`src/verilog/ccs_consts.vh`:
```
`ifndef CCS_CONSTS_VH
`define CCS_CONSTS_VH
// State codes, one-hot
`define CCS_ST_SHUTDOWN   10'h001
`define CCS_ST_STANDBY    10'h002
`define CCS_ST_PRECHARGE  10'h004
`define CCS_ST_FASTCHG    10'h008
`define CCS_ST_CONSTVOLT  10'h010
`define CCS_ST_COMPLETE   10'h020
`define CCS_ST_TEMPFAULT  10'h040
`define CCS_ST_TIMERFAULT 10'h080
`define CCS_ST_TESTMODE   10'h100
`define CCS_ST_DIEHOT     10'h200
`define CCS_STATE_W       10
// Clock and timing
`define CCS_CLK_HZ        40000000
`define CCS_TERM_FILT_US  1000
`define CCS_TERM_FILT_CYC ((`CCS_CLK_HZ / 1000000) * `CCS_TERM_FILT_US)
`define CCS_SAFETY_CYC    32'h00989680
`define CCS_PG_PULSE_CYC  32'h001312D0
// Current select codes
`define CCS_ISEL_ADAPTER  2'h0
`define CCS_ISEL_USB_LOW  2'h1
`define CCS_ISEL_USB_HIGH 2'h2
`endif

```
`src/verilog/ccs_charge_ctrl.v`:
```
`timescale 1ns/10ps
`include "ccs_consts.vh"
// Overview of operation
// Die hot lowers charge current, not stop
// Die over 150C suspends; resume after cooling
// Power-down below stop level or near battery
// Thermistor outside window suspends charging immediately
// Suspend opens pass device, holds timer
// Enter test mode: thermistor high, no battery
// Test mode regulates voltage, fast current limit
// Bias source off in shutdown, standby, test
// Pull-down on only in standby, test
// Leave test mode on release or power
// Status outputs only pull low or float
// Status encoding per charge state
// USB select low 100mA, high 500mA
// Power-good low when input valid, released shutdown
// Power-good pulses while detecting battery (code pulses it whenever input is below regulation, outside shutdown)
// Power-good only sinks, never sources
// Timer runs while enable input low
// Open current-set disables, reconnect restarts
// Precharge, end currents fixed fast ratios
// Termination needs 1 ms filtered low current
// Timer expiry in fast charge latches fault
// Complete restarts when battery below recharge
// Adapter supply preferred, USB otherwise
// Analog flags synchronised; outputs open-drain enables
module ccs_charge_ctrl #(
	parameter SAFETY_CYC  = `CCS_SAFETY_CYC,   // Safety timer length in cycles
	parameter PG_HALF_CYC = `CCS_PG_PULSE_CYC  // Power-good blink half period
) (
	input  wire       ref_clk_in,              // 40 MHz clock
	input  wire       nrst_in,                 // Synchronous reset, active low
	input  wire       adapter_present_in,      // Adapter above stop level
	input  wire       usb_present_in,          // USB above stop level
	input  wire       vin_above_bat_in,        // Input exceeds battery by 100 mV
	input  wire       vin_above_reg_in,        // Input above regulation plus 0.3 V
	input  wire       battery_present_in,      // Battery detected on output
	input  wire       bat_below_precharge_in,  // Battery below precharge threshold
	input  wire       bat_at_reg_in,           // Battery reached regulation voltage
	input  wire       bat_below_recharge_in,   // Battery below recharge threshold
	input  wire       current_below_term_in,   // Current below end-of-charge level
	input  wire       die_warm_in,             // Die at thermal regulation point
	input  wire       die_over_hot_in,         // Die above 150 C
	input  wire       die_cooled_in,           // Die cooled by about 10 C
	input  wire       thermistor_sense_input_in_window_in,      // Thermistor inside window
	input  wire       thermistor_sense_input_above_test_in,     // Thermistor above supply minus 100 mV
	input  wire       adapter_current_set_in,  // Adapter set resistor connected
	input  wire       usb_current_select_valid_in, // USB select pin driven
	input  wire       usb_current_select_in,   // USB select level
	input  wire       timer_enable_n_in,       // Safety timer enable, active low
	output reg        pass_enable_out,         // Pass transistor on
	output reg        regulate_voltage_out,    // Voltage loop active
	output reg        precharge_current_out,   // Use precharge ratio
	output reg        term_compare_en_out,     // End-of-charge comparator armed
	output reg        thermal_foldback_out,    // Fold current back for die heat
	output reg  [1:0] current_select_out,      // Current source code
	output reg        supply_usb_out,          // USB supply path chosen
	output reg        thermistor_sense_input_bias_en_out,       // Thermistor bias source on
	output reg        thermistor_sense_input_pulldown_en_out,   // Thermistor pull-down on
	output reg        charge_status_one_oe_out, // Status one pulls low
	output reg        charge_status_two_oe_out, // Status two pulls low
	output wire       charge_status_one_o_out, // Status one driven level
	output wire       charge_status_two_o_out, // Status two driven level
	output reg        power_good_n_oe_out,     // Power-good pulls low
	output wire       power_good_n_o_out,      // Power-good driven level
	output reg        timer_fault_out          // Timer fault flag
);
	// ************************************************************
	// Local state codes
	// ************************************************************
	localparam [9:0] ST_SD  = `CCS_ST_SHUTDOWN;   // Shutdown
	localparam [9:0] ST_SB  = `CCS_ST_STANDBY;    // Standby
	localparam [9:0] ST_PRE = `CCS_ST_PRECHARGE;  // Precharge
	localparam [9:0] ST_CC  = `CCS_ST_FASTCHG;    // Constant current
	localparam [9:0] ST_CV  = `CCS_ST_CONSTVOLT;  // Constant voltage
	localparam [9:0] ST_DN  = `CCS_ST_COMPLETE;   // Charge complete
	localparam [9:0] ST_TF  = `CCS_ST_TEMPFAULT;  // Thermistor suspend
	localparam [9:0] ST_XF  = `CCS_ST_TIMERFAULT; // Timer fault
	localparam [9:0] ST_LDO = `CCS_ST_TESTMODE;   // System test
	localparam [9:0] ST_DH  = `CCS_ST_DIEHOT;     // Die overtemperature suspend
	localparam [31:0] TERM_CYC = `CCS_TERM_FILT_CYC; // 1 ms filter length

	// ************************************************************
	// Input synchronisation
	// ************************************************************
	wire [19:0] raw_w;  // Raw asynchronous inputs
	wire [19:0] s_w;    // Synchronised inputs
	assign raw_w = {adapter_present_in, usb_present_in, vin_above_bat_in, vin_above_reg_in,
		battery_present_in, bat_below_precharge_in, bat_at_reg_in, bat_below_recharge_in,
		current_below_term_in, die_warm_in, die_over_hot_in, die_cooled_in,
		thermistor_sense_input_in_window_in, thermistor_sense_input_above_test_in, adapter_current_set_in,
		usb_current_select_valid_in, usb_current_select_in, timer_enable_n_in, 2'h0};

	ccs_sync2 #(.W(20)) u_sync (
		.ref_clk_in (ref_clk_in),
		.async_in   (raw_w),
		.sync_out   (s_w)
	);

	wire ac_w    = s_w[19]; // Adapter present
	wire usb_w   = s_w[18]; // USB present
	wire abov_w  = s_w[17]; // Input above battery
	wire areg_w  = s_w[16]; // Input above regulation
	wire bat_w   = s_w[15]; // Battery present
	wire pre_w   = s_w[14]; // Below precharge
	wire atreg_w = s_w[13]; // At regulation
	wire rech_w  = s_w[12]; // Below recharge
	wire iterm_w = s_w[11]; // Current below end level
	wire warm_w  = s_w[10]; // Die warm
	wire hot_w   = s_w[9];  // Die over 150 C
	wire cool_w  = s_w[8];  // Die cooled
	wire twin_w  = s_w[7];  // Thermistor in window
	wire ttst_w  = s_w[6];  // Thermistor high for test
	wire adapter_current_set_input_w = s_w[5];  // Adapter resistor connected
	wire p2v_w   = s_w[4];  // USB select driven
	wire p2_w    = s_w[3];  // USB select level
	wire ten_n_w = s_w[2];  // Timer enable, active low

	// ************************************************************
	// Decode helpers
	// ************************************************************
	// Charging states that run the safety timer and check thermistor
	function is_charging;
		input [9:0] st;
		begin
			is_charging = (st == ST_PRE) || (st == ST_CC) || (st == ST_CV);
		end
	endfunction

	wire power_ok_w = (ac_w || usb_w) && abov_w;
	wire use_usb_w  = !ac_w && usb_w;
	wire prog_ok_w  = use_usb_w ? p2v_w : adapter_current_set_input_w;

	reg [9:0]  state_q, state_d;   // Charge state
	reg [31:0] timer_q, timer_d;   // Safety timer count
	reg [31:0] filt_q, filt_d;     // Termination filter count
	reg [31:0] blink_q;            // Power-good blink divider
	reg        blink_ph_q;         // Blink phase
	reg        hot_q, hot_d;       // Die-hot latch for hysteresis

	wire timer_run_w = !ten_n_w && is_charging(state_q) && !hot_q; // see
	wire timer_exp_w = timer_run_w && (timer_q >= SAFETY_CYC - 1);
	wire term_ok_w   = (filt_q >= TERM_CYC - 1);

	// ************************************************************
	// Next-state logic
	// ************************************************************
	always @* begin
		state_d = state_q;
		timer_d = timer_q;
		filt_d  = 32'h00000000;
		hot_d   = hot_q;
		// Die hysteresis: set above 150 C, clear after cooling
		if (hot_w) begin
			hot_d = 1'b1;
		end else if (cool_w) begin
			hot_d = 1'b0;
		end
		if (timer_run_w) begin
			timer_d = timer_q + 32'h00000001;
		end
		if ((state_q == ST_CV) && iterm_w && !hot_q) begin
			filt_d = filt_q + 32'h00000001;
		end
		if (!power_ok_w) begin
			state_d = ST_SD;
		end else begin
			case (state_q)
				ST_SD: begin
					if (ttst_w && !bat_w) state_d = ST_LDO;
					else state_d = ST_SB;
				end
				ST_SB: begin
					if (ttst_w && !bat_w) state_d = ST_LDO;
					else if (bat_w && prog_ok_w) begin
						timer_d = 32'h00000000;
						state_d = pre_w ? ST_PRE : ST_CC;
					end
				end
				ST_LDO: begin
					if (!ttst_w) state_d = ST_SB;
				end
				ST_PRE, ST_CC, ST_CV: begin
					if (!bat_w || !prog_ok_w) state_d = ST_SB;
					else if (!twin_w) state_d = ST_TF;
					else if (timer_exp_w) state_d = ST_XF;
					else if ((state_q == ST_PRE) && !pre_w) begin
						state_d = ST_CC;
						timer_d = 32'h00000000;
					end else if ((state_q == ST_CC) && atreg_w) state_d = ST_CV;
					else if ((state_q == ST_CV) && term_ok_w) state_d = ST_DN;
				end
				ST_TF: begin
					// Timer held; resume at precharge if battery below precharge, else fast charge
					if (!bat_w || !prog_ok_w) state_d = ST_SB;
					else if (twin_w) state_d = pre_w ? ST_PRE : ST_CC;
				end
				ST_XF: begin
					if (!bat_w || !prog_ok_w) state_d = ST_SB;
				end
				ST_DN: begin
					if (!bat_w || !prog_ok_w) state_d = ST_SB;
					else if (rech_w) begin
						timer_d = 32'h00000000;
						state_d = ST_CC;
					end
				end
				default: state_d = ST_SD;
			endcase
		end
	end

	// ************************************************************
	// State registers
	// ************************************************************
	always @(posedge ref_clk_in) begin
		if (!nrst_in) begin
			state_q    <= ST_SD;
			timer_q    <= 32'h00000000;
			filt_q     <= 32'h00000000;
			hot_q      <= 1'b0;
			blink_q    <= 32'h00000000;
			blink_ph_q <= 1'b0;
		end else begin
			state_q <= state_d;
			timer_q <= timer_d;
			filt_q  <= filt_d;
			hot_q   <= hot_d;
			// Blink divider for power-good indication while input below regulation
			if (blink_q >= PG_HALF_CYC - 1) begin
				blink_q    <= 32'h00000000;
				blink_ph_q <= !blink_ph_q;
			end else begin
				blink_q <= blink_q + 32'h00000001;
			end
		end
	end

	// ************************************************************
	// Registered outputs
	// ************************************************************
	always @(posedge ref_clk_in) begin
		if (!nrst_in) begin
			pass_enable_out          <= 1'b0;
			regulate_voltage_out     <= 1'b0;
			precharge_current_out    <= 1'b0;
			term_compare_en_out      <= 1'b0;
			thermal_foldback_out     <= 1'b0;
			current_select_out       <= `CCS_ISEL_ADAPTER;
			supply_usb_out           <= 1'b0;
			thermistor_sense_input_bias_en_out        <= 1'b0;
			thermistor_sense_input_pulldown_en_out    <= 1'b0;
			charge_status_one_oe_out <= 1'b0;
			charge_status_two_oe_out <= 1'b0;
			power_good_n_oe_out      <= 1'b0;
			timer_fault_out          <= 1'b0;
		end else begin
			// Pass device only in charging or test, never when die hot
			pass_enable_out <= (is_charging(state_d) || state_d == ST_LDO) && !hot_d;  // see
			regulate_voltage_out  <= (state_d == ST_CV) || (state_d == ST_LDO);
			precharge_current_out <= (state_d == ST_PRE);
			term_compare_en_out   <= (state_d == ST_CV);
			thermal_foldback_out  <= warm_w;
			supply_usb_out        <= use_usb_w;
			current_select_out    <= !use_usb_w ? `CCS_ISEL_ADAPTER :
				(p2_w ? `CCS_ISEL_USB_HIGH : `CCS_ISEL_USB_LOW);
			thermistor_sense_input_bias_en_out     <= !((state_d == ST_SD) || (state_d == ST_SB) ||
				(state_d == ST_LDO));
			thermistor_sense_input_pulldown_en_out <= (state_d == ST_SB) || (state_d == ST_LDO);
			charge_status_one_oe_out <= is_charging(state_d) || (state_d == ST_LDO);
			charge_status_two_oe_out <= (state_d == ST_DN) || (state_d == ST_LDO);
			// Power good: released in shutdown, blink while input below regulation
			if (state_d == ST_SD) begin
				power_good_n_oe_out <= 1'b0;
			end else if (!areg_w) begin
				power_good_n_oe_out <= blink_ph_q;
			end else begin
				power_good_n_oe_out <= 1'b1;
			end
			timer_fault_out <= (state_d == ST_XF);
		end
	end

	// Open-drain pins only ever drive low
	assign charge_status_one_o_out = 1'b0;
	assign charge_status_two_o_out = 1'b0;
	assign power_good_n_o_out      = 1'b0;
endmodule // ccs_charge_ctrl

```
`src/verilog/ccs_sync2.v`:
```
`timescale 1ns/10ps
// Two-stage synchroniser for a bus of asynchronous comparator levels
module ccs_sync2 #(
	parameter W = 1 // Number of bits
) (
	input  wire         ref_clk_in, // Block clock
	input  wire [W-1:0] async_in,   // Asynchronous levels
	output wire [W-1:0] sync_out    // Synchronised levels
);
	reg [W-1:0] meta_q; // First stage, read only by second
	reg [W-1:0] sync_q; // Second stage

	// ************************************************************
	// Synchroniser flops, no reset so no level leaks into reset
	// ************************************************************
	always @(posedge ref_clk_in) begin
		meta_q <= async_in;
		sync_q <= meta_q;
	end

	assign sync_out = sync_q;
endmodule // ccs_sync2
```
`config.mk`:
```
export PLATFORM = sky130hd
export DESIGN_NAME = ccs_charge_ctrl
export DESIGN_NICKNAME = d
export VERILOG_FILES = /design/src/verilog/ccs_charge_ctrl.v /design/src/verilog/ccs_sync2.v
export VERILOG_INCLUDE_DIRS = /design/src /design/src/verilog
export SDC_FILE = /design/constraint.sdc
export NUM_CORES = 1
export LEC_CHECK = 0
export ABC_AREA = 1
export BUFFER_PORTS_ARGS = -buffer_cell sky130_fd_sc_hd__buf_2
export CORE_UTILIZATION = 40
export CTS_CLUSTER_DIAMETER = 50
export DETAILED_ROUTE_END_ITERATION = 8
export GPL_TIMING_DRIVEN = 0
export HOLD_SLACK_MARGIN = 0.12
export PLACE_DENSITY = 0.64
export SYNTH_ARGS = -nofsm -noshare
export SYNTH_HDL_FRONTEND = slang
export SYNTH_SLANG_ARGS = --single-unit
```
`constraint.sdc`:
```
create_clock -name ref_clk_in -period 5.5 [get_ports ref_clk_in]
set_input_delay 0.275 -clock ref_clk_in [delete_from_list [all_inputs] [get_ports ref_clk_in]]
set_output_delay 0.275 -clock ref_clk_in [all_outputs]
set_load 0.02 [all_outputs]
```
# After elaboration in Yosys (flattened, before gate mapping)
# Index checks and enable logic that the tools add are counted.
# totals
word_cells	118
out_inout_bits	17
inputBits	20
reg_bits	158
# classes
eq_ne	17
order_cmp	3
muxes	34
n_addsub	3
bitwise	1
n_reduce_logical	39
# ops
op	n
32-bit 2-to-1 mux	10
10-bit 2-to-1 mux	15
32-bit by 1-bit adder with 32-bit output (second input constant)	3
32-bit case mux with 3 select lines	1
10-bit case mux with 7 select lines	1
32-bit by 16-bit >= comparator with 1-bit output (second input constant)	1
32-bit by 21-bit >= comparator with 1-bit output (second input constant)	1
32-bit by 24-bit >= comparator with 1-bit output (second input constant)	1
10-bit by 1-bit == test with 1-bit output (second input constant)	2
10-bit by 2-bit == test with 1-bit output (second input constant)	2
10-bit by 3-bit == test with 1-bit output (second input constant)	2
10-bit by 4-bit == test with 1-bit output (second input constant)	2
10-bit by 5-bit == test with 1-bit output (second input constant)	2
10-bit by 6-bit == test with 1-bit output (second input constant)	2
10-bit by 8-bit == test with 1-bit output (second input constant)	2
10-bit by 9-bit == test with 1-bit output (second input constant)	2
1-bit logical AND	13
1-bit logical OR	12
10-bit by 7-bit == test with 1-bit output (second input constant)	1
1-bit logical NOT	9
9-bit 2-to-1 mux	1
1-bit 2-to-1 mux	4
4-bit 2-to-1 mux	1
2-bit AND reduction	2
other kinds (4)	5

# Depth between registers and ports, before layout
# Gate-level depths: netlist of run 1.
# depth
word_depth	16
ltp_mapped	17
depth_no_buf	17

# Hierarchy
# From an unflattened synthesis of run 1, not the netlist that was laid out.
# unflattened
hier_cells	905
area_unflattened_um2	6956.7
# modules_own_cells
mod	instances	seq_area_each_um2	area_per_inst_um2	cells_per_inst
ccs_charge_ctrl	1	2442.3	6155.9	865
ccs_sync2	1	800.8	800.8	40

# Worst setup path before layout of run 1
# Ideal clock, no wire load.
# synth_path
path_kind	register to register
start	register filt_q[0]
end	register filt_q[28]
setup_time_ps	110
path_stages_with_launch	15
arrival_time_ps	1801
slack_ps	3589
period_less_slack_ps	1911
path_buffers	0
cell_sequence	dfxtp_1 -> ha_1 -> inv_1 -> nor2_1 -> nand3_1 -> nor2_1 -> nand3_1 -> inv_1 -> nand3_2 -> nor2_1 -> nand4_1 -> nor2_1 -> nand2_1 -> nand3_1 -> inv_1
# synth_via
elab_chain_cells	1
# synth_lines
element	line_no	source
start, declared	ccs_charge_ctrl.v:137	reg [31:0] filt_q, filt_d;
start signal, assigned	ccs_charge_ctrl.v:228	filt_q <= filt_d;
32-bit by 1-bit adder with 32-bit output	ccs_charge_ctrl.v:164	filt_d = filt_q + 32'h00000001;
# Every way passes these cells.
# A chain may end at the register's enable or synchronous reset.

# Final worst setup path of run 1
# Same ends and word-level chain as after synthesis.

==> flow_summary.json, run 1 <==
{
  "synth-simple-area-share_pct": 35.0,
  "grt_usage_pct": 17.5,
  "grt_pass1_vias": 5440,
  "postCtsSetupBuffers": 0,
  "crit_type": "reg2reg",
  "fin_crit_sh_pct": 42.2,
  "grt.met3_usage_pct": 3.25,
  "whs_path_depth": 4,
  "synth_top_family_by_area": "simple AND/OR/NAND/NOR gates",
  "yosys_register_bits": 158,
  "avgSynthCellArea_sq_um": 7.35,
  "area_growth_pct": 18.3,
  "p_per_area_nw_per_um2": 296,
  "grtUsageMet1_pct": 22.5,
  "power_leakage_nw": 3.36,
  "cts_tree": "yes",
  "status": "completed",
  "fp.dieH_um": 134,
  "cp_max_fo": 4,
  "grt-busiest-layer": "met2",
  "die-area_sq_um": 18000,
  "endpoint_kind": "register",
  "viasPerCell": 4.75,
  "setup_ws_ns": 3.18,
  "place_area_sq_um": 7470,
  "synthAdderAreaFrac_pct": 0.538,
  "tns_ns": 0,
  "clock.fmax_mhz": 431,
  "setup-violations-final": 0,
  "grt_max_degree": 17,
  "fin_area_sq_um": 8250,
  "root_buffer": "clkbuf_16",
  "clk_latency_ns": 0.42,
  "drc_errors": 0,
  "rsz0062_at_grt": "no",
  "reg2reg_slack_ns": 3.18,
  "synth_top_area_share_pct": 45.3,
  "hold_class": "in2reg",
  "drt_wl_total_um": 14800,
  "startpoint": "filt_q[0]",
  "initial_core_util_pct": 41.5,
  "cap_violations": 0,
  "use_met2_pct": 29.0,
  "syn_inst": 949,
  "grt_overflow_total": 0,
  "crit_path_start_kind": "register",
  "port_buffers": 33,
  "final_cells": 1265,
  "yosys_warnings": 0,
  "ios": 37,
  "synth-xor-area-share_pct": 3.01,
  "hpwl_um": 10800,
  "worst_ep_arrival_time_ns": 2.64,
  "finalMaxSlewViolations": 0,
  "fin_skew_ns": 0.00838,
  "ys.flop_type": "dfxtp_1",
  "ys_seq_area_share_pct": 45.3,
  "synth_area_sq_um": 6980,
  "async_reset_ff_share_pct": 0,
  "finalCriticalPeriod_ns": 2.32,
  "cts.sinks": 158,
  "slew_headroom_pct": 61.2,
  "synth_mux_area_share_pct": 0,
  "cp.required_ns": 5.82,
  "grt_pass1_wl_um": 25100,
  "numCtsBuffers": 17,
  "synth.area.top_cells": "dfxtp_1 45%, nand2_1 9.6%, nor2_1 9.1%, inv_1 7.0%, nand3_1 3.5%",
  "finalHoldViolCount": 0,
  "gp_congestion": 0.862,
  "firstDrtPassIters": 5,
  "drt-initial-drc-count": 402,
  "nets": 1056,
  "drive_above_1_share_pct": 11.4,
  "antennaDiodeCount": 0,
  "wl_per_cell_um": 11.7,
  "vdd_drop_max_v": 0.000245,
  "synth_edf_count": 0,
  "dp.cells": 1216,
  "cts.path.max_buffers": 2,
  "synth.distinct_cells": 46,
  "clk_pin_slew_ns": 0.06,
  "ant_nets": 0,
  "vias": 6013,
  "r2r_cells": 14,
  "synth_compound_area_share_pct": 7.57,
  "die_x_um": 134,
  "antenna_found_initial": 0,
  "setup.worst_path.end": "filt_q[28]",
  "row_count": 47,
  "htree_levels": 4,
  "r2r-start": "filt_q[0]",
  "coreArea_sq_um": 16800,
  "r2r-end": "filt_q[28]",
  "post-place-ws_ns": 3.21,
  "yosys.area.top_type": "dfxtp_1",
  "worstMarginPinSlew_ns": 0.577
}
-- through the flow --
step,hold WS [ns],power [W],util [%]
after detailed placement,0.312,0.00126,44.4
final,0.249,0.00244,49.1
after CTS,0.238,0.00248,49.1
after global routing,0.277,0.00253,49.1
after floorplan,0.303,0.00123,-
after global placement,0.312,0.00126,44.4
-- registers in the layout, summed over array words and instances (netlist names), 2 cells and up --
name	flops
current_select_out	2
state_q	10
timer_q	32
blink_q	32
u_sync.meta_q	18
filt_q	32
u_sync.sync_out	18
-- kinds of logic (layout without fill, tap and decap cells) --
family	count (synthesis)	after routing
other cells	1	15
flops	158	158
compound gates	94	94
buf+inv	147	229
simple gates	522	522
fa+ha+maj	3	3
xor+xnor	24	24
-- placed cells by master, fill, tap and decap left out, types with 15 or more instances in the layout --
cell	instances
o21ai_0	30
nand4_1	28
nand2_1	179
nor2_1	169
a21oi_1	44
dfxtp_1	158
inv_1	131
buf_2	35
nor3_1	32
xor2_1	21
clkbuf_16	17
dlygate4sd3_1	18
nand3_1	49
conb_1	15
-- repair_timing --
item,CTS,global route
setup endpoints to repair,0,0
hold buffers,18,0
hold endpoints to repair,18,0
resized for setup,0,0
-- worst min-delay path by stage --
| stage | startpoint | to | slack, ns |
|---|---|---|---|
| floorplan | die_warm_in | u_sync.meta_q[10] | 0.30 |
| global placement | u_sync.meta_q[10] | u_sync.sync_out[10] | 0.31 |
| detailed placement | u_sync.meta_q[7] | u_sync.sync_out[7] | 0.31 |
| CTS | nrst_in | thermal_foldback_out | 0.24 |
| global route | nrst_in | thermal_foldback_out | 0.28 |
| finish | nrst_in | thermal_foldback_out | 0.25 |
-- worst max-delay path, cell delays in order (launching register included) --
cell	delay [ns]
dfxtp_1	0.35
ha_1	0.17
inv_1	0.06
nor2_1	0.21
nand3_1	0.18
nor2_1	0.23
nand3_1	0.10
inv_1	0.10
nand3_2	0.09
nor2_1	0.19
nand4_1	0.19
nor2_1	0.17
nand2_1	0.07
nand3_1	0.08
inv_1	0.04
-- metal layers --
metal / part of all wire, % / up-vias
met1: 47 / 2691
met2: 47 / 112
met5: 0 / -
li1: - / 3194
met4: 1.6 / 0
met3: 4.4 / 16
-- Yosys cell counts (5+ instances only) --
library cell / instances
a21oi_1: 44
dfxtp_1: 158
inv_1: 131
nand2_1: 179
nand2_2: 5
nand3_1: 49
nand4_1: 28
nor2_1: 169
nor2_2: 10
nor3_1: 32
nor3b_1: 8
nor4_1: 11
o211ai_1: 6
o21ai_0: 30
xor2_1: 21
-- cell type report --
| cell class | instances | area (sq um) |
|---|---|---|
| fillers | 1709 | 8560 |
| flip-flops and latches | 158 | 3160 |
| multi-input cells | 658 | 3280 |
| clock inverters | 12 | 161 |
| inverters | 135 | 509 |
| repair buffers | 51 | 345 |
| well taps | 220 | 275 |
| clock buffers | 19 | 443 |
| plain buffers | 12 | 81.3 |
-- power breakdown --
group          leakage [nW]  internal, W  total (W)  switching [W]
clock network         0.292     0.000729    0.00120       0.000474
registers              1.29      0.00117    0.00118     0.00000895
logic                  1.78    0.0000263  0.0000652      0.0000389
total                  3.36      0.00192    0.00244       0.000522
No activity file was read; power rests on OpenSTA's default activity.
==> inputs of run 2 (changes only) <==
--- a/config.mk
+++ b/config.mk
@@ -13,7 +13,7 @@
 export DETAILED_ROUTE_END_ITERATION = 8
 export GPL_TIMING_DRIVEN = 0
 export HOLD_SLACK_MARGIN = 0.12
-export PLACE_DENSITY = 0.64
+export PLACE_DENSITY = 0.66
 export SYNTH_ARGS = -nofsm -noshare
 export SYNTH_HDL_FRONTEND = slang
 export SYNTH_SLANG_ARGS = --single-unit
==> constraint.sdc (replaced) <==
create_clock -name ref_clk_in -period 1.9 [get_ports ref_clk_in]
set_input_delay 0.095 -clock ref_clk_in [delete_from_list [all_inputs] [get_ports ref_clk_in]]
set_output_delay 0.095 -clock ref_clk_in [all_outputs]
set_load 0.02 [all_outputs]
==> run 2 against run 1 <==
Net effect:
- the flow now finishes with violations (negative setup slack)
- utilization up 8.3 points
- die area unchanged
- register-to-register slack worse by 3.3 ns
- fmax up 15%
- routed wire length up 19%
- sequential share of layout area down 4.9 points
- global-route usage up 1.9 points
- critical endpoint is now timer_q[7]
- largest cell class unchanged
==> flow_summary.json, run 2 (synthesized netlist as in run 1, its figures left out) <==
{
  "status": "complete, but fails checks",
  "violations": "negative setup slack",
  "cts_tree": "yes",
  "min-delay-start": "usb_current_select_in",
  "die-area_sq_um": 18000,
  "worstMarginPinSlew_ns": 0.693,
  "die_x_um": 134,
  "whs_ns": 0.301,
  "ios": 37,
  "gp_congestion": 0.867,
  "cp_max_fo": 10,
  "coreArea_sq_um": 16800,
  "numCtsBuffers": 17,
  "r2r-end": "timer_q[7]",
  "cts.sinks": 158,
  "top_regs": "blink_q x32, filt_q x32, timer_q x32",
  "htree_levels": 4,
  "power_leakage_nw": 3.95,
  "p_per_area_nw_per_um2": 751,
  "whs_endpoint": "u_sync.meta_q[3]",
  "fin_crit_sh_pct": 107,
  "hold_class": "in2reg",
  "crit_path_start_kind": "register",
  "r2r_cells": 12,
  "finalCriticalPeriod_ns": 2.03,
  "reg2reg_slack_ns": -0.13,
  "root_buffer": "clkbuf_16",
  "clk_pin_slew_ns": 0.07,
  "fin_area_sq_um": 9650,
  "clk_latency_ns": 0.43,
  "setup_ws_ns": -0.125,
  "setup-violations-final": 34,
  "cts.path.max_buffers": 2,
  "area_growth_pct": 38.3,
  "clock.fmax_mhz": 494,
  "hpwl_um": 10900,
  "drc_errors": 0,
  "cap_violations": 0,
  "antenna_found_initial": 0,
  "vdd_drop_max_v": 0.000619,
  "drive_above_1_share_pct": 30.9,
  "vias": 6659,
  "finalHoldViolCount": 0,
  "tns_ns": -3.10,
  "port_buffers": 33,
  "grt_max_degree": 17,
  "slew_headroom_pct": 53.3,
  "place_area_sq_um": 7470,
  "crit_type": "reg2reg",
  "r2r-start": "state_q[6]",
  "final_util_pct": 57.4,
  "grt_pass1_vias": 6187,
  "initial_core_util_pct": 41.5,
  "grt_usage_pct": 19.3,
  "drt-initial-drc-count": 426,
  "nets": 1135,
  "grt_overflow_total": 0,
  "viasPerCell": 4.95,
  "grt_pass1_wl_um": 28000,
  "finalMaxSlewViolations": 0,
  "rsz0062_at_grt": "yes",
  "drt_wl_total_um": 17600,
  "whs_path_depth": 2,
  "post-place-ws_ns": -0.382,
  "final_common_cell": "nand2_1",
  "row_count": 47,
  "worst_ep_arrival_time_ns": 2.33,
  "ant_nets": 0,
  "fin_skew_ns": 0.0155,
  "fp.dieH_um": 134,
  "endpoint_kind": "register",
  "cp.required_ns": 2.21,
  "wl_per_cell_um": 13.1,
  "final_cell_mix": "152 x nand2_1, 134 x nor2_1, 128 x dfxtp_1",
  "antennaDiodeCount": 0,
  "firstDrtPassIters": 5
}
run 2: changes by cell type in the layout (fill, tap and decap cells not counted), moves of 22 or more:
| cell | change |
|---|---|
| buf_4 | +64 |
| dfxtp_1 | -30 |
| dfxtp_2 | +22 |
| nand2_1 | -27 |
| nand2_2 | +22 |
| nor2_1 | -35 |
run 2: worst max-delay path by stage:
stage                     from          end  slack [ns]  cells past startpoint
finish              state_q[6]   timer_q[7]       -0.13                     12
global placement     filt_q[0]   filt_q[28]       -0.40                     14
global route        state_q[6]  timer_q[28]       -0.21                     13
floorplan            filt_q[0]   filt_q[28]       0.009                     14
CTS                  filt_q[1]   filt_q[28]       -0.04                     14
detailed placement   filt_q[0]   filt_q[28]       -0.38                     14
run 2: metrics by stage:
step | power (W) | cells
2_1_floorplan | 0.00357 | 963
3_3_place_gp | 0.00364 | 1216
3_5_place_dp | 0.00364 | 1216
4_1_cts | 0.00730 | 1322
5_1_grt | 0.00749 | 1345
6_report | 0.00725 | 1345
run 2: worst max-delay path, cell delays in order (launching register included):
cell	delay, ns
dfxtp_2	0.34
nor2_4	0.18
nand2_4	0.12
nor2_4	0.13
nand2_2	0.07
nand3_4	0.14
buf_4	0.14
nor2_4	0.05
nor4_2	0.22
nand2_2	0.16
nand2_8	0.16
buf_8	0.15
nor2_1	0.04
run 2: power by group:
part           internal, W  switching (W)  leakage (nW)
Clock              0.00212        0.00147         0.304
Sequential         0.00337      0.0000277          1.31
Combinational     0.000118       0.000150          2.34
run 2: cell type report:
class | instances | area, sq um
buffer | 10 | 96.3
clock buffer | 18 | 429
clock inverter | 14 | 191
fill | 1495 | 7170
inverter | 135 | 526
multi-input combinational | 658 | 3870
sequential | 158 | 3220
tap | 220 | 275
timing repair buffer | 132 | 1040
run 2: repair_timing:
item,CTS,global route
cloned,1,0
pin swaps,36,39
buffers inserted,55,24
setup endpoints to repair,77,84
hold buffers,19,0
hold endpoints to repair,21,0
resized for setup,106,130
run 2: per-layer routing:
metal	track usage [%]	routed length [um]	part of all wire, %	vias up
met2	33.4	8720	49	189
met4	6.05	483	2.7	0
li1	-	-	-	3363
met1	24.0	7590	43	3059
met5	0	0	0	-
met3	4.16	837	4.7	48
==> inputs of run 3 (changes only) <==
--- a/config.mk
+++ b/config.mk
@@ -11,9 +11,8 @@
 export CORE_UTILIZATION = 40
 export CTS_CLUSTER_DIAMETER = 50
 export DETAILED_ROUTE_END_ITERATION = 8
-export GPL_TIMING_DRIVEN = 0
 export HOLD_SLACK_MARGIN = 0.12
-export PLACE_DENSITY = 0.66
+export PLACE_DENSITY = 0.64
 export SYNTH_ARGS = -nofsm -noshare
 export SYNTH_HDL_FRONTEND = slang
 export SYNTH_SLANG_ARGS = --single-unit
==> constraint.sdc (replaced) <==
create_clock -name ref_clk_in -period 2.15 [get_ports ref_clk_in]
set_input_delay 0.1075 -clock ref_clk_in [delete_from_list [all_inputs] [get_ports ref_clk_in]]
set_output_delay 0.1075 -clock ref_clk_in [all_outputs]
set_load 0.02 [all_outputs]
==> run 3 against run 2 <==
Net effect:
- the flow now finishes without violations
- via count shrank 7.6%
- first-iteration DRC count is 17% lower
- register-to-register slack better by 0.21 ns
- sequential power down 11%
- global-route usage decreased by 1.5 points
- sequential share of layout area up 3.5 points
- critical path type unchanged
- combinational power down 36%
- total power fell by 14%
- clock power decreased by 15%
- sequential cell count stayed put
==> flow_summary.json, run 3 (synthesized netlist as in run 1, its figures left out) <==
{
  "grt_usage_pct": 17.8,
  "cts.sinks": 158,
  "power_leakage_nw": 3.51,
  "crit_path_start_kind": "register",
  "final_common_cell": "nand2_1",
  "startpoint": "blink_q[0]",
  "fin_crit_sh_pct": 96.1,
  "cts_tree": "yes",
  "clk_pin_slew_ns": 0.06,
  "crit_type": "reg2reg",
  "p_per_area_nw_per_um2": 726,
  "setup_ws_ns": 0.0828,
  "finalMaxSlewViolations": 0,
  "fp.dieH_um": 134,
  "cap_violations": 0,
  "drt_wl_total_um": 15500,
  "status": "completed",
  "endpoint_kind": "register",
  "ant_nets": 0,
  "finalCriticalPeriod_ns": 2.07,
  "cp.required_ns": 2.50,
  "antenna_found_initial": 0,
  "post-place-ws_ns": 0.0482,
  "ios": 37,
  "vias": 6155,
  "final_cells": 1285,
  "drive_above_1_share_pct": 16.0,
  "min-delay-start": "adapter_present_in",
  "worst_ep_arrival_time_ns": 2.42,
  "drc_errors": 0,
  "setup-violations-final": 0,
  "clk_latency_ns": 0.42,
  "area_growth_pct": 23.1,
  "cts.path.max_buffers": 2,
  "dp.cells": 1227,
  "viasPerCell": 4.79,
  "numCtsBuffers": 17,
  "final_cell_mix": "176 x nand2_1, 157 x nor2_1, 154 x dfxtp_1",
  "wl_per_cell_um": 12.0,
  "die-area_sq_um": 18000,
  "die_x_um": 134,
  "nets": 1075,
  "reg2reg_slack_ns": 0.08,
  "r2r_cells": 13,
  "r2r-start": "blink_q[0]",
  "htree_levels": 4,
  "row_count": 47,
  "grt_max_degree": 22,
  "worstMarginPinSlew_ns": 0.631,
  "top_regs": "blink_q x32, filt_q x32, timer_q x32",
  "firstDrtPassIters": 5,
  "grt_overflow_total": 0,
  "initial_core_util_pct": 41.5,
  "antennaDiodeCount": 0,
  "port_buffers": 33,
  "cp_max_fo": 3,
  "fin_skew_ns": 0.00542,
  "r2r-end": "blink_q[20]",
  "root_buffer": "clkbuf_16",
  "gp_congestion": 0.851,
  "hold_class": "in2reg",
  "grt_pass1_wl_um": 25600,
  "clock.fmax_mhz": 484,
  "drt-initial-drc-count": 353,
  "vdd_drop_max_v": 0.000500,
  "grt_pass1_vias": 5695,
  "setup.worst_path.end": "blink_q[20]",
  "slew_headroom_pct": 57.5,
  "coreArea_sq_um": 16800,
  "hpwl_um": 11100,
  "finalHoldViolCount": 0
}
-- run 3: cell count changes in the layout (fill, tap and decap cells not counted), moves of 12 or more --
cell / delta
inv_1: +14
nor2_4: -13
dfxtp_1: +26
dfxtp_2: -19
nand3_1: +12
nand2_2: -20
nand2_1: +24
nor2_1: +23
buf_6: -16
buf_4: -38
-- run 3: how the worst min path moves through the flow --
stage	end	slack [ns]	depth (start not counted)
after floorplan	u_sync.meta_q[10]	0.14	0
after global placement	u_sync.meta_q[11]	0.21	1
after detailed placement	u_sync.meta_q[17]	0.21	1
after CTS	u_sync.meta_q[17]	0.30	2
after global routing	u_sync.meta_q[19]	0.31	2
final	u_sync.meta_q[19]	0.32	2
-- run 3: metrics by stage --
| step | utilization [%] | instance area, sq um | hold WS (ns) | total power, W | setup TNS, ns |
|---|---|---|---|---|---|
| after floorplan | - | 7030 | 0.135 | 0.00316 | 0 |
| after global placement | 45.0 | 7570 | 0.210 | 0.00321 | 0 |
| after detailed placement | 45.0 | 7570 | 0.211 | 0.00321 | 0 |
| after CTS | 49.8 | 8370 | 0.298 | 0.00632 | 0 |
| after global routing | 51.1 | 8590 | 0.309 | 0.00647 | -0.106 |
| final | 51.1 | 8590 | 0.324 | 0.00624 | 0 |
-- run 3: cell type report --
cell class | count | area, sq um
fill | 1664 | 8230
multi-input combinational | 658 | 3430
sequential | 158 | 3170
timing repair buffer | 82 | 593
inverter | 135 | 514
clock buffer | 19 | 443
tap | 220 | 275
clock inverter | 13 | 164
-- run 3: timing repair --
action | in CTS | in global routing
buffers inserted | 0 | 7
endpoints found under the setup margin | 0 | 43
gates resized for setup | 0 | 44
hold endpoints to repair | 21 | 0
hold buffers | 19 | 0
-- run 3: report_power, final --
part           internal [W]  switching, W  leakage, nW
Combinational     0.0000701      0.000101         1.92
Clock               0.00186       0.00119        0.299
Sequential          0.00298     0.0000230         1.29
Total               0.00492       0.00132         3.51
-- run 3: critical path, stage by stage (launching register included) --
cell     delay (ns)
dfxtp_4        0.36
ha_4           0.14
nand2_1        0.06
nor2_1         0.13
nand3_2        0.11
nor2_4         0.17
nand3_4        0.11
nor3_4         0.22
nand3_2        0.13
nor2_4         0.15
nand2_2        0.07
nor2_2         0.15
a21oi_1        0.08
nor2_1         0.11
-- run 3: metal layers --
metal / vias up / GRT usage, % / wire, um
met5: - / 0 / 0
met4: 0 / 7.12 / 209
met3: 18 / 3.63 / 664
met2: 126 / 29.5 / 7420
met1: 2774 / 22.6 / 7160
li1: 3237 / - / -
